==> src/include/lpt_pkg.sv <==
// Shared constants of the link register bank: offsets, fields, resets, counts.
// Assumes a 125 MHz system clock and a 9-bit byte address.
package lpt_pkg;
   localparam int          ADDR_W       = 9;
   localparam logic [8:0]  OFS_PHY_CTRL = 9'h0ec;
   localparam logic [8:0]  OFS_CYC_TIME = 9'h0f0;
   localparam logic [8:0]  OFS_FILT_SET = 9'h100;
   localparam logic [8:0]  OFS_FILT_CLR = 9'h104;
   localparam logic [8:0]  OFS_LINK_CFG = 9'h110;
   // Phy access word
   localparam int          DONE_BIT     = 31;
   localparam int          RADDR_LSB    = 24;
   localparam int          RDATA_LSB    = 16;
   localparam int          RD_REQ_BIT   = 15;
   localparam int          WR_REQ_BIT   = 14;
   localparam int          TADDR_LSB    = 8;
   localparam int          WDATA_LSB    = 0;
   // Cycle timer word
   localparam int          SEC_LSB      = 25;
   localparam int          CYC_LSB      = 12;
   localparam logic [12:0] CYC_LAST     = 13'h1f3f;
   localparam logic [11:0] TICK_LAST    = 12'hbff;
   localparam logic [31:0] TIMER_RST    = 32'h0000_0000;
   // Tick rate against system clock, both in kHz
   localparam int          TICK_KHZ     = 24576;
   localparam int          CLK_KHZ      = 125000;
   // Filter word and link config
   localparam int          ANY_BUS_BIT  = 31;
   localparam logic [31:0] FILT_RST     = 32'h0000_0000;
   localparam logic [5:0]  NODE_FIRST   = 6'h20;
   localparam logic [5:0]  NODE_BCAST   = 6'h3f;
   localparam int          CFG_MASTER   = 0;
   localparam int          CFG_RUN      = 1;
   localparam int          CFG_EXT8K    = 2;
   localparam logic [2:0]  CFG_RST      = 3'h0;
endpackage : lpt_pkg

==> src/verilog/lpt_phy_access.sv <==
// Phy register access: control word, request launch, returned transfer capture.
// Assumes the phy link accepts a request when valid and ready are both high.
`timescale 1ns/10ps
module lpt_phy_access
(
   input  wire logic        clk_in,
   input  wire logic        reset_in,
   input  wire logic        sw_wr_in,
   input  wire logic [31:0] sw_wdata_in,
   output logic      [31:0] word_out,
   output logic             req_valid_out,
   output logic             req_write_out,
   output logic      [3:0]  req_index_out,
   output logic      [7:0]  req_value_out,
   input  wire logic        req_ready_in,
   input  wire logic        xfer_in,
   input  wire logic [3:0]  xfer_index_in,
   input  wire logic [7:0]  xfer_value_in
);
   logic       rd_req_r;
   logic       wr_req_r;
   logic       done_r;
   logic [3:0] ret_idx_r;
   logic [7:0] ret_val_r;
   logic [3:0] tgt_idx_r;
   logic [7:0] out_val_r;
   logic       sw_rd;
   logic       sw_wrq;
   logic       sent;

   assign sw_rd  = sw_wr_in & sw_wdata_in[lpt_pkg::RD_REQ_BIT];
   assign sw_wrq = sw_wr_in & sw_wdata_in[lpt_pkg::WR_REQ_BIT];
   assign sent   = req_valid_out & req_ready_in;

   // Software set beats the hardware clear of the same cycle
   always_ff @(posedge clk_in)
   begin
      if (reset_in)
      begin
         rd_req_r <= 1'b0;
         wr_req_r <= 1'b0;
      end
      else
      begin
         rd_req_r <= sw_rd | (rd_req_r & ~sent);
         wr_req_r <= sw_wrq | (wr_req_r & ~sent);
      end
   end

   // Arrival beats the clear caused by a new request
   always_ff @(posedge clk_in)
   begin
      if (reset_in)
         done_r <= 1'b0;
      else if (xfer_in)
         done_r <= 1'b1;
      else if (sw_rd | sw_wrq)
         done_r <= 1'b0;
   end

   always_ff @(posedge clk_in)
   begin
      if (reset_in)
      begin
         ret_idx_r <= 4'h0;
         ret_val_r <= 8'h00;
      end
      else if (xfer_in)
      begin
         ret_idx_r <= xfer_index_in;
         ret_val_r <= xfer_value_in;
      end
   end

   always_ff @(posedge clk_in)
   begin
      if (reset_in)
      begin
         tgt_idx_r <= 4'h0;
         out_val_r <= 8'h00;
      end
      else if (sw_wr_in)
      begin
         tgt_idx_r <= sw_wdata_in[lpt_pkg::TADDR_LSB +: 4];
         out_val_r <= sw_wdata_in[lpt_pkg::WDATA_LSB +: 8];
      end
   end

   // Read wins if software breaks exclusivity
   assign req_valid_out = rd_req_r | wr_req_r;
   assign req_write_out = wr_req_r & ~rd_req_r;
   assign req_index_out = tgt_idx_r;
   assign req_value_out = out_val_r;
   assign word_out      = {done_r, 3'h0, ret_idx_r, ret_val_r, rd_req_r, wr_req_r,
                           2'h0, tgt_idx_r, out_val_r};
endmodule : lpt_phy_access

==> src/verilog/lpt_cycle_timer.sv <==
// Isochronous cycle timer with cycle start load and transmit.
// Assumes the external 8 kHz tick is an asynchronous pin.
`timescale 1ns/10ps
module lpt_cycle_timer
(
   input  wire logic        clk_in,
   input  wire logic        reset_in,
   input  wire logic        master_in,
   input  wire logic        run_in,
   input  wire logic        ext_sel_in,
   input  wire logic        ext_tick_in,
   input  wire logic        sw_wr_in,
   input  wire logic [31:0] sw_wdata_in,
   input  wire logic        cs_rx_in,
   input  wire logic [31:0] cs_rx_data_in,
   output logic      [31:0] time_out,
   output logic             cs_tx_out,
   output logic      [31:0] cs_tx_data_out
);
   localparam logic [17:0] INC = 18'(lpt_pkg::TICK_KHZ);
   localparam logic [17:0] MOD = 18'(lpt_pkg::CLK_KHZ);
   logic [17:0] acc_r;
   logic [17:0] acc_sum;
   logic [2:0]  ext_sync_r;
   logic [6:0]  sec_r;
   logic [12:0] cyc_r;
   logic [11:0] tick_r;
   logic        tick;
   logic        ext_edge;
   logic        roll;

   // Fractional divider: 24.576 MHz ticks out of 125 MHz
   assign acc_sum = acc_r + INC;
   assign tick    = acc_sum >= MOD;
   always_ff @(posedge clk_in)
   begin
      if (reset_in)
         acc_r <= 18'h0;
      else
         acc_r <= tick ? acc_sum - MOD : acc_sum;
   end

   always_ff @(posedge clk_in)
   begin
      if (reset_in)
         ext_sync_r <= 3'h0;
      else
         ext_sync_r <= {ext_sync_r[1:0], ext_tick_in};
   end
   assign ext_edge = ext_sel_in & ext_sync_r[1] & ~ext_sync_r[2];

   // In external mode only the external tick ends a cycle
   assign roll = ext_sel_in ? ext_edge : (run_in & tick & tick_r == lpt_pkg::TICK_LAST);

   always_ff @(posedge clk_in)
   begin
      if (reset_in)
         {sec_r, cyc_r, tick_r} <= lpt_pkg::TIMER_RST;
      else if (sw_wr_in)
         {sec_r, cyc_r, tick_r} <= sw_wdata_in;
      else if (cs_rx_in & ~master_in)
         {sec_r, cyc_r, tick_r} <= cs_rx_data_in;
      else if (roll)
      begin
         tick_r <= 12'h0;
         cyc_r  <= (cyc_r == lpt_pkg::CYC_LAST) ? 13'h0 : cyc_r + 13'h1;
         if (cyc_r == lpt_pkg::CYC_LAST)
            sec_r <= sec_r + 7'h1;
      end
      else if (run_in & tick & tick_r != lpt_pkg::TICK_LAST)
         tick_r <= tick_r + 12'h1;
   end

   always_ff @(posedge clk_in)
   begin
      if (reset_in)
         cs_tx_out <= 1'b0;
      else
         cs_tx_out <= master_in & roll & ~sw_wr_in;
   end

   assign time_out       = {sec_r, cyc_r, tick_r};
   assign cs_tx_data_out = time_out;
endmodule : lpt_cycle_timer

==> src/verilog/lpt_link_regs.sv <==
// Link register bank top: register port, phy access, cycle timer, upper source filter.
// Assumes a single-cycle register master on the same clock and same-clock packet inputs.
`timescale 1ns/10ps
// Behaviour
// - Setting read or write request clears the read-complete flag.
// - A register transfer from the phy sets the read-complete flag.
// - Returned index holds the address of the latest phy transfer.
// - Returned value holds the eight data bits of the latest transfer.
// - Read request launches a phy read, cleared by hardware once sent.
// - Write request launches a phy write, cleared by hardware once sent.
// - Target index addresses the phy register for reads and writes.
// - Outgoing value is write data and is ignored for reads.
// - As cycle master, cycle start packets carry the current timer value.
// - Not master, an incoming cycle start loads the timer unless software writes the timer in the same cycle.
// - Without cycle starts the timer may keep counting when enabled.
// - Seconds field counts cycle rollovers modulo 128.
// - Cycle field counts tick rollovers modulo 8000.
// - Tick field counts 24.576 MHz clocks modulo 3072.
// - External 8 kHz mode forces tick field to zero each tick.
// - Source node of packets for physical or request context is examined.
// - Clear filter bit means no acknowledge and no queueing.
// - Per-node comparison applies only to sources on the local bus.
// - Remote-bus requests are refused unless any-bus accept is set.
// - Upper word bit n accepts local node n plus 32; here bit 31 is any-bus accept and node 63 never passes the per-node check.
// - Upper filter word reads at set and clear alias, resets to zero.
// - Node id is local bus id concatenated with local node id.
module lpt_link_regs
(
   input  wire logic        clk_in,
   input  wire logic        reset_in,
   input  wire logic [8:0]  addr_in,
   input  wire logic [31:0] wdata_in,
   input  wire logic        wr_in,
   input  wire logic        rd_in,
   output logic      [31:0] rdata_out,
   output logic             phy_req_valid_out,
   output logic             phy_req_write_out,
   output logic      [3:0]  phy_req_index_out,
   output logic      [7:0]  phy_req_value_out,
   input  wire logic        phy_req_ready_in,
   input  wire logic        phy_xfer_in,
   input  wire logic [3:0]  phy_xfer_index_in,
   input  wire logic [7:0]  phy_xfer_value_in,
   input  wire logic        ext_cycle_tick_in,
   input  wire logic        cs_rx_in,
   input  wire logic [31:0] cs_rx_data_in,
   output logic             cs_tx_out,
   output logic      [31:0] cs_tx_data_out,
   input  wire logic [9:0]  local_bus_id_in,
   input  wire logic [5:0]  local_node_id_in,
   input  wire logic        rx_valid_in,
   input  wire logic        rx_ctx_hit_in,
   input  wire logic [15:0] rx_src_id_in,
   input  wire logic        low_filter_accept_in,
   output logic             rx_done_out,
   output logic             rx_accept_out
);
   logic [31:0] filt_r;
   logic [2:0]  cfg_r;
   logic [31:0] rdata_r;
   logic        rx_done_r;
   logic        rx_accept_r;
   logic [31:0] phy_word;
   logic [31:0] time_word;
   logic        wr_phy;
   logic        wr_time;
   logic        wr_set;
   logic        wr_clr;
   logic [15:0] own_id;
   logic [9:0]  src_bus;
   logic [5:0]  src_node;
   logic        is_local;
   logic        node_hit;
   logic        accept;

   assign wr_phy  = wr_in & addr_in == lpt_pkg::OFS_PHY_CTRL;
   assign wr_time = wr_in & addr_in == lpt_pkg::OFS_CYC_TIME;
   assign wr_set  = wr_in & addr_in == lpt_pkg::OFS_FILT_SET;
   assign wr_clr  = wr_in & addr_in == lpt_pkg::OFS_FILT_CLR;

   lpt_phy_access u_phy
   (
      .clk_in        (clk_in),
      .reset_in      (reset_in),
      .sw_wr_in      (wr_phy),
      .sw_wdata_in   (wdata_in),
      .word_out      (phy_word),
      .req_valid_out (phy_req_valid_out),
      .req_write_out (phy_req_write_out),
      .req_index_out (phy_req_index_out),
      .req_value_out (phy_req_value_out),
      .req_ready_in  (phy_req_ready_in),
      .xfer_in       (phy_xfer_in),
      .xfer_index_in (phy_xfer_index_in),
      .xfer_value_in (phy_xfer_value_in)
   );

   lpt_cycle_timer u_timer
   (
      .clk_in         (clk_in),
      .reset_in       (reset_in),
      .master_in      (cfg_r[lpt_pkg::CFG_MASTER]),
      .run_in         (cfg_r[lpt_pkg::CFG_RUN]),
      .ext_sel_in     (cfg_r[lpt_pkg::CFG_EXT8K]),
      .ext_tick_in    (ext_cycle_tick_in),
      .sw_wr_in       (wr_time),
      .sw_wdata_in    (wdata_in),
      .cs_rx_in       (cs_rx_in),
      .cs_rx_data_in  (cs_rx_data_in),
      .time_out       (time_word),
      .cs_tx_out      (cs_tx_out),
      .cs_tx_data_out (cs_tx_data_out)
   );

   always_ff @(posedge clk_in)
   begin
      if (reset_in)
         cfg_r <= lpt_pkg::CFG_RST;
      else if (wr_in & addr_in == lpt_pkg::OFS_LINK_CFG)
         cfg_r <= wdata_in[2:0];
   end

   // Both aliases hit in one cycle cannot happen: strobes are single
   always_ff @(posedge clk_in)
   begin
      if (reset_in)
         filt_r <= lpt_pkg::FILT_RST;
      else if (wr_set)
         filt_r <= filt_r | wdata_in;
      else if (wr_clr)
         filt_r <= filt_r & ~wdata_in;
   end

   // Read data valid only in the cycle after the strobe
   always_ff @(posedge clk_in)
   begin
      if (reset_in)
         rdata_r <= 32'h0;
      else if (rd_in)
         unique case (addr_in)
            lpt_pkg::OFS_PHY_CTRL: rdata_r <= phy_word;
            lpt_pkg::OFS_CYC_TIME: rdata_r <= time_word;
            lpt_pkg::OFS_FILT_SET,
            lpt_pkg::OFS_FILT_CLR: rdata_r <= filt_r;
            lpt_pkg::OFS_LINK_CFG: rdata_r <= {29'h0, cfg_r};
            default:               rdata_r <= 32'h0;
         endcase
      else
         rdata_r <= 32'h0;
   end
   assign rdata_out = rdata_r;

   // Source filter
   assign own_id   = {local_bus_id_in, local_node_id_in};
   assign src_bus  = rx_src_id_in[15:6];
   assign src_node = rx_src_id_in[5:0];
   assign is_local = src_bus == own_id[15:6];
   // Nodes below 32 belong to the lower word, kept outside this block
   assign node_hit = (src_node == lpt_pkg::NODE_BCAST) ? 1'b0 :
                     (src_node >= lpt_pkg::NODE_FIRST) ? filt_r[src_node[4:0]] :
                     low_filter_accept_in;
   assign accept   = ~rx_ctx_hit_in ? 1'b1 :
                     is_local ? node_hit :
                     filt_r[lpt_pkg::ANY_BUS_BIT];

   always_ff @(posedge clk_in)
   begin
      if (reset_in)
      begin
         rx_done_r   <= 1'b0;
         rx_accept_r <= 1'b0;
      end
      else
      begin
         rx_done_r   <= rx_valid_in;
         rx_accept_r <= rx_valid_in & accept;
      end
   end
   assign rx_done_out   = rx_done_r;
   assign rx_accept_out = rx_accept_r;
endmodule : lpt_link_regs

==> config.mk <==
export PLATFORM = sky130hd
export DESIGN_NAME = lpt_link_regs
export DESIGN_NICKNAME = d
export VERILOG_FILES = /design/src/include/lpt_pkg.sv /design/src/verilog/lpt_phy_access.sv /design/src/verilog/lpt_cycle_timer.sv /design/src/verilog/lpt_link_regs.sv
export SDC_FILE = /design/constraint.sdc
export NUM_CORES = 1
export LEC_CHECK = 0
export ABC_AREA = 1
export ABC_CLOCK_PERIOD_IN_PS = 1950
export BUFFER_PORTS_ARGS = -buffer_cell sky130_fd_sc_hd__buf_2
export CAP_MARGIN = 20
export CORE_MARGIN = 8
export CORE_UTILIZATION = 45
export CTS_BUF_LIST = sky130_fd_sc_hd__clkbuf_16
export CTS_CLUSTER_SIZE = 14
export DETAILED_ROUTE_END_ITERATION = 10
export PLACE_DENSITY_LB_ADDON = 0.3
export SETUP_SLACK_MARGIN = 0.05
export SLEW_MARGIN = 20
export SYNTH_ARGS = -nofsm -noshare
export SYNTH_HDL_FRONTEND = slang
export SYNTH_SLANG_ARGS = --single-unit
==> constraint.sdc <==
create_clock -name clk_in -period 1.95 [get_ports clk_in]
set_clock_uncertainty 0.05 [all_clocks]
set_input_delay 0.2925 -clock clk_in [delete_from_list [all_inputs] [get_ports clk_in]]
set_output_delay 0.2925 -clock clk_in [all_outputs]
set_load 0.02 [all_outputs]
# After elaboration in Yosys (flattened, before gate mapping)
# Cells that the tools add are included.
[totals] reg_bits=150 out_inout_bits=81 wordCells=102
[classes] addsub=5 magnitude_cmp=3 eq_ne=10 muxes=25 n_bitwise=33 n_reduce_logical=8
[op_table] op="case mux 32 bit (4 select lines)" n=1
[op_table] op="2-to-1 mux 32 bit" n=2
[op_table] op="2-to-1 mux 13 bit" n=4
[op_table] op="2-to-1 mux 12 bit" n=4
[op_table] op="AND 32 bit" n=1
[op_table] op="inverter 32 bit" n=1
[op_table] op="OR 32 bit" n=1
[op_table] op="2-to-1 mux 7 bit" n=4
[op_table] op="== test 9 bit, second input constant" n=3
[op_table] op="AND 1 bit" n=20
[op_table] op="adder 18 x 15 -> 18 bit, second input constant" n=1
[op_table] op="== test 9 x 8 -> 1 bit, second input constant" n=2
[op_table] op="greater-or-equal comparator 18 x 17 -> 1 bit, second input constant" n=1
[op_table] op="2-to-1 mux 18 bit" n=1
[op_table] op="subtractor 18 x 17 -> 18 bit, second input constant" n=1
[op_table] op="adder 13 x 1 -> 13 bit, second input constant" n=1
[op_table] op="== test 13 bit, second input constant" n=1
[op_table] op="adder 12 x 1 -> 12 bit, second input constant" n=1
[op_table] op="== test 12 bit, second input constant" n=1
[op_table] op="inequality test 12 bit, second input constant" n=1
[op_table] op="== test 10 bit" n=1
[op_table] op="2-to-1 mux 1 bit" n=8
[op_table] op="adder 7 x 1 -> 7 bit, second input constant" n=1
[op_table] op="== test 6 bit, second input constant" n=1
[op_table] op="10 further kinds" n=21

# Logic depth before layout (Yosys ltp)
[depth] ltp_word=8 mapped_depth=17 mapped_depth_nobuf=16

# By module
# A second synthesis with hierarchy kept.
[hier_totals] cells_unflattened=1275 hier_area_um2=8518.2
[modules_own_cells] mod="lpt_cycle_timer" n_inst=1 cells_each=613 area_each_um2=3816.2 seq_area_each_um2=1021.0
[modules_own_cells] mod="lpt_link_regs" n_inst=1 cells_each=521 area_each_um2=3547.2 seq_area_each_um2=1381.3
[modules_own_cells] mod="lpt_phy_access" n_inst=1 cells_each=141 area_each_um2=1154.9 seq_area_each_um2=540.5

# Worst setup path before layout
# OpenSTA, ideal clock, no wires.
[synth_timing] path_type="reg2reg" from="register u_timer.cyc_r[0]" to="register u_timer.sec_r[5]" setup_ps=115 arrival_time_ps=1873 required_time_ps=1785 path_slack_ps=-88 path_stages_with_launch=12 path_buffers=1 synth_period_minus_slack_ps=2038 path_cell_list="dfxtp_1 -> ha_1 -> nand3_1 -> nor3_2 -> nand4_1 -> nand2_1 -> inv_2 -> nand2_1 -> buf_2 -> nand3_1 -> nand2_1 -> nor2_1"
[synth_between] elab_chain_len=3
[synth_rtl] item="from (decl)" line="lpt_cycle_timer.sv:26" source="logic [12:0] cyc_r;"
[synth_rtl] item="from (signal assigned)" line="lpt_cycle_timer.sv:58" source="{sec_r, cyc_r, tick_r} <= lpt_pkg::TIMER_RST;"
[synth_rtl] item="from (signal assigned)" line="lpt_cycle_timer.sv:60" source="{sec_r, cyc_r, tick_r} <= sw_wdata_in;"
[synth_rtl] item="from (signal assigned)" line="lpt_cycle_timer.sv:62" source="{sec_r, cyc_r, tick_r} <= cs_rx_data_in;"
[synth_rtl] item="== test 13 bit" line="lpt_cycle_timer.sv:67" source="if (cyc_r == lpt_pkg::CYC_LAST)"
[synth_rtl] item="nonzero test 3 bit (no source line)"
[synth_rtl] item="AND reduction 2 bit (no source line)"
[synth_rtl] item="to (signal assigned)" line="lpt_cycle_timer.sv:60"
[synth_rtl] item="to (signal assigned)" line="lpt_cycle_timer.sv:62"
[synth_rtl] item="to (signal assigned)" line="lpt_cycle_timer.sv:68" source="sec_r <= sec_r + 7'h1;"
[synth_rtl] item="to (decl)" line="lpt_cycle_timer.sv:25" source="logic [6:0] sec_r;"
# No other way between the ends.
# A chain may end at the register's enable or synchronous reset.

# Worst setup path in the final report
[layout_timing] from="register u_timer.acc_r[15]" to="register u_timer.cyc_r[5]"
[layout_between] elab_chain_len=6
[layout_rtl] item="from (decl)" line="lpt_cycle_timer.sv:22" source="logic [17:0] acc_r;"
[layout_rtl] item="from (signal assigned)" line="lpt_cycle_timer.sv:40" source="acc_r <= tick ? acc_sum - MOD : acc_sum;"
[layout_rtl] item="adder 18 x 15 -> 18 bit" line="lpt_cycle_timer.sv:33" source="assign acc_sum = acc_r + INC;"
[layout_rtl] item="greater-or-equal comparator 18 x 17 -> 1 bit" line="lpt_cycle_timer.sv:34" source="assign tick = acc_sum >= MOD;"
[layout_rtl] item="AND 1 bit (2 in series)" line="lpt_cycle_timer.sv:53" source="assign roll = ext_sel_in ? ext_edge : (run_in & tick & tick_r == lpt_pkg::TICK_LAST);"
[layout_rtl] item="2-to-1 mux 1 bit" line="lpt_cycle_timer.sv:53"
[layout_rtl] item="nonzero test 3 bit (no source line)"
# No other way between the ends.

==> summary.txt <==
Critical path
  – Data arrival time of the worst path: about 2400 ps
  – RR Startpoint: u_timer.acc_r[15]
  – Cell mode on critical path: nand3_4
  – CP max FO: 7
  – Worst stage delay on the critical path: about 470 ps
  – CP bufs+invs: 3
  – Crit end category: register
  – Critical Path RT: about 2200 ps
  – CP Class: reg -> reg
  – Crit-path slowest cell: dfxtp_1
  – Crit path from: u_timer.acc_r[15]
  – Worst path cell trace: buf_4, nand3_1, nand2_1, nor2_4, nand4_1, nand3_4, nand3_4, nand4_4, buf_8, clkbuf_16, o21ai_1, nor2_1
  – Crit path max-delay family: simple AND/OR/NAND/NOR gates
  – CP startpoint kind: register

STA
  – Period utilization: 110%
  – Endpoints failing setup: 42
  – Worst-margin pin slew: 573 ps
  – Minimum hold slack: roughly 15 ps
  – Final hold viol count: 0
  – Min cycle time layout: 2150 ps
  – Slew headroom: between 60% and 70%
  – Maximum clock frequency: 466 MHz
  – PnR worst setup slack: -197 ps
  – Max Slew Vio Count: 0
  – Unrepaired setup endpoints after global routing: true

Place
  – Routability Congestion: about 0.90
  – Port Buf Inserts: around 200
  – Dpl cell area: 9540 um^2
  – Dpl hpwl: about 21000 um
  – Post-placement cell count: around 1600

Synth
  – Netlist cell types: 45
  – Sequential area share after synthesis: 37.9%
  – Syn Inst Count: between 1000 and 1500
  – Synth warnings: 0
  – FFs w/ async S/R, synth: 0%
  – Post-Syn Area: about 7800 um^2
  – Post-Synthesis Mean Instance Area: around 6.8 um^2
  – EDFF count, synth: 0
  – Synthesis-stage register bit count: around 150
  – Ys flop type: dfxtp_1
  – Syn_nets: around 1300

Clocking
  – CTS root buffer: clkbuf_16
  – CTS tree: done
  – Clk_lat worst skew: 430 ps
  – Bufs on Longest Clock Path: 2
  – Clock Sinks: 147
  – Clk slew on worst S/H paths: around 60 ps
  – H-tree depth: 4
  – TritonCTS buffer count: 17
  – Hold-fix buffer count after cts: 0

Drt
  – WL/cell: ~18 um
  – Post-Route WL: around 29000 um
  – Vias post-DR: a little under 9000
  – DR pass1 iterations: 5
  – 1st-iter DRT viols: 819
  – Vias per Instance: between 5 and 6
  – Drt drc: 0
  – Post-route ant nets: 0

Pwr
  – Gate power share: between 10% and 20%
  – Final Power: between 7 and 8 mW
  – Leak: 4.71 nW
  – Sequential Power Share: around 41%
  – VDD IR max: just under 700 uV
  – Power share of the clock group: around 43%
  – Power Dens Cells: about 730 nW/um^2
  – Switching Fraction: between 20 and 30%
  – Net switching power: approximately 2.2 mW
  – Pint: roughly 5.6 mW

Finish
  – Layout cells sized above 1: roughly a third
  – Area delta synth->final: 37.5%
  – Post-route cell area: 10700 um^2
  – Post-Layout Cell Count: around 1600
  – Nets: 1523

Die
  – CORE AREA: 17100 um^2
  – Die ar.: 21700 um^2
  – Initial Util: about 45%
  – Die width: about 150 um
  – FP Rows: between 40 and 50
  – Ports: between 200 and 250
  – Die height: roughly 150 um

GRT
  – Vias in the first global route: roughly 8400
  – GRT Resource Usage Total: approximately a quarter
  – Global-route wire length before repair: ~44000 um
  – Pin count of the biggest net entering global routing: 49
  – Total gr overflow: 0
  – Initial antenna violation count: 4

Job
  – Max_cap viols: 0

Outcome
  – Status: finished with violations
  – Failing checks: negative setup slack

Hold path
  – Worst hold path type: in -> reg
  – Hold Path Origin: rx_ctx_hit_in
==> area by class of cell <==
type / instances / area [um^2]
Antenna cell: 2 / 5.00
Clock inverter: 15 / 168
Timing Repair Buffer: 298 / 2020
Inverter: 125 / 484
Fill cell: 1524 / 6430
Multi-Input combinational cell: 799 / 4350
Tap cell: 225 / 282
Sequential cell: 147 / 2960
Clock buffer: 17 / 425
==> placed cells by master (no fill, tap or decap), types with 7 or more instances in the layout <==
cell	instances
dfxtp_1	141
nor3_1	13
xor2_1	16
nor2_1	138
clkbuf_16	18
o21ai_1	8
nor2_2	14
a21oi_2	21
nand2_1	174
o21ai_0	107
nand3_2	12
nand3_1	57
buf_4	71
buf_2	202
a221oi_1	11
buf_12	16
o21ai_2	14
o211ai_1	10
a21oi_1	103
o22ai_1	15
xnor2_1	7
nand4_1	11
nand2_2	18
inv_1	116
==> worst reg2reg max path: cells and delay by family, from the launching register on <==
family / cells / cell delay (ps)
and+or+nand+nor: 8 / 880
buffers and inverters: 3 / 520
DFF: 1 / 470
AOI/OAI and AO/OA: 1 / 120
==> power groups by stage <==
stage                     Sequential [mW]  Clock (mW)  Combinational, mW
after floorplan                      3.29           0              0.537
after global placement               3.24           0               1.07
after detailed placement             3.24           0               1.09
after CTS                            3.18        3.38               1.17
after global routing                 3.19        3.51               1.38
final                                3.18        3.36               1.27
==> final timing paths <==
| check | endpoint | slack, ps | cells past startpoint |
|---|---|---|---|
| setup / recovery | u_timer.cyc_r[5] | -200 | 12 |
| hold reg to reg | u_timer.ext_sync_r[1] | 360 | 2 |
| hold / removal | rx_accept_out | 20 | 2 |
| setup reg to reg | u_timer.cyc_r[5] | -200 | 12 |
==> timing repair <==
action,in CTS,in global routing
pin swaps,11,15
resized for setup,47,70
buffers inserted,8,6
gates cloned,2,1
setup endpoints to repair,45,47
==> Yosys cell counts, types with 2 or more instances <==
master / number / share of area [%]
inv_1: 117 / 5.7
a21oi_1: 116 / 7.5
clkbuf_1: 33 / 1.6
a221oi_1: 11 / 1.2
nor4_1: 3 / 0.24
ha_1: 7 / 1.1
buf_1: 6 / 0.29
nand2_2: 3 / 0.24
dfxtp_1: 147 / 38
buf_2: 9 / 0.58
nand3b_1: 2 / 0.19
a31oi_1: 6 / 0.48
buf_4: 16 / 1.5
o21ai_0: 124 / 8.0
nand2_1: 191 / 9.2
nor2_1: 153 / 7.4
nand3_4: 2 / 0.45
buf_6: 4 / 0.58
nor3_1: 14 / 0.90
mux2i_1: 2 / 0.26
a22oi_1: 6 / 0.58
xnor2_1: 7 / 0.79
nand4_1: 11 / 0.89
o22ai_1: 15 / 1.2
nand3_1: 69 / 4.4
nand3_2: 3 / 0.39
xor2_1: 16 / 1.8
inv_2: 7 / 0.34
o21ai_1: 4 / 0.26
nor3_2: 2 / 0.26
a21oi_2: 8 / 0.90
nor2_2: 3 / 0.24
o211ai_1: 10 / 0.97
==> kinds of logic after synthesis <==
kind of cell,after synthesis,share of synthesized area (%)
simple gates,461,25.7
compound gates,306,21.8
buf+inv,193,10.6
flops,147,37.9
xor+xnor,23,2.59
fa+ha+maj,7,1.13
mux,2,0.258
==> per-layer routing <==
| metal | part of all wire (%) | track usage [%] |
|---|---|---|
| met1 | 41 | 31.4 |
| met2 | 46 | 40.8 |
| met3 | 9.9 | 7.49 |
| met4 | 3.4 | 10.8 |
| met5 | 0.11 | 0 |
==> through the flow <==
step	util (%)	worst slack (ps)	setup TNS, ps
5_1_grt	62.4	-306	-9950
4_1_cts	60.7	-132	-2700
3_5_place_dp	55.7	-128	-3160
2_1_floorplan	-	28.6	0
3_3_place_gp	55.7	-85.4	-1360
6_report	62.4	-197	-5330
Power figures use the tool's default switching activity.
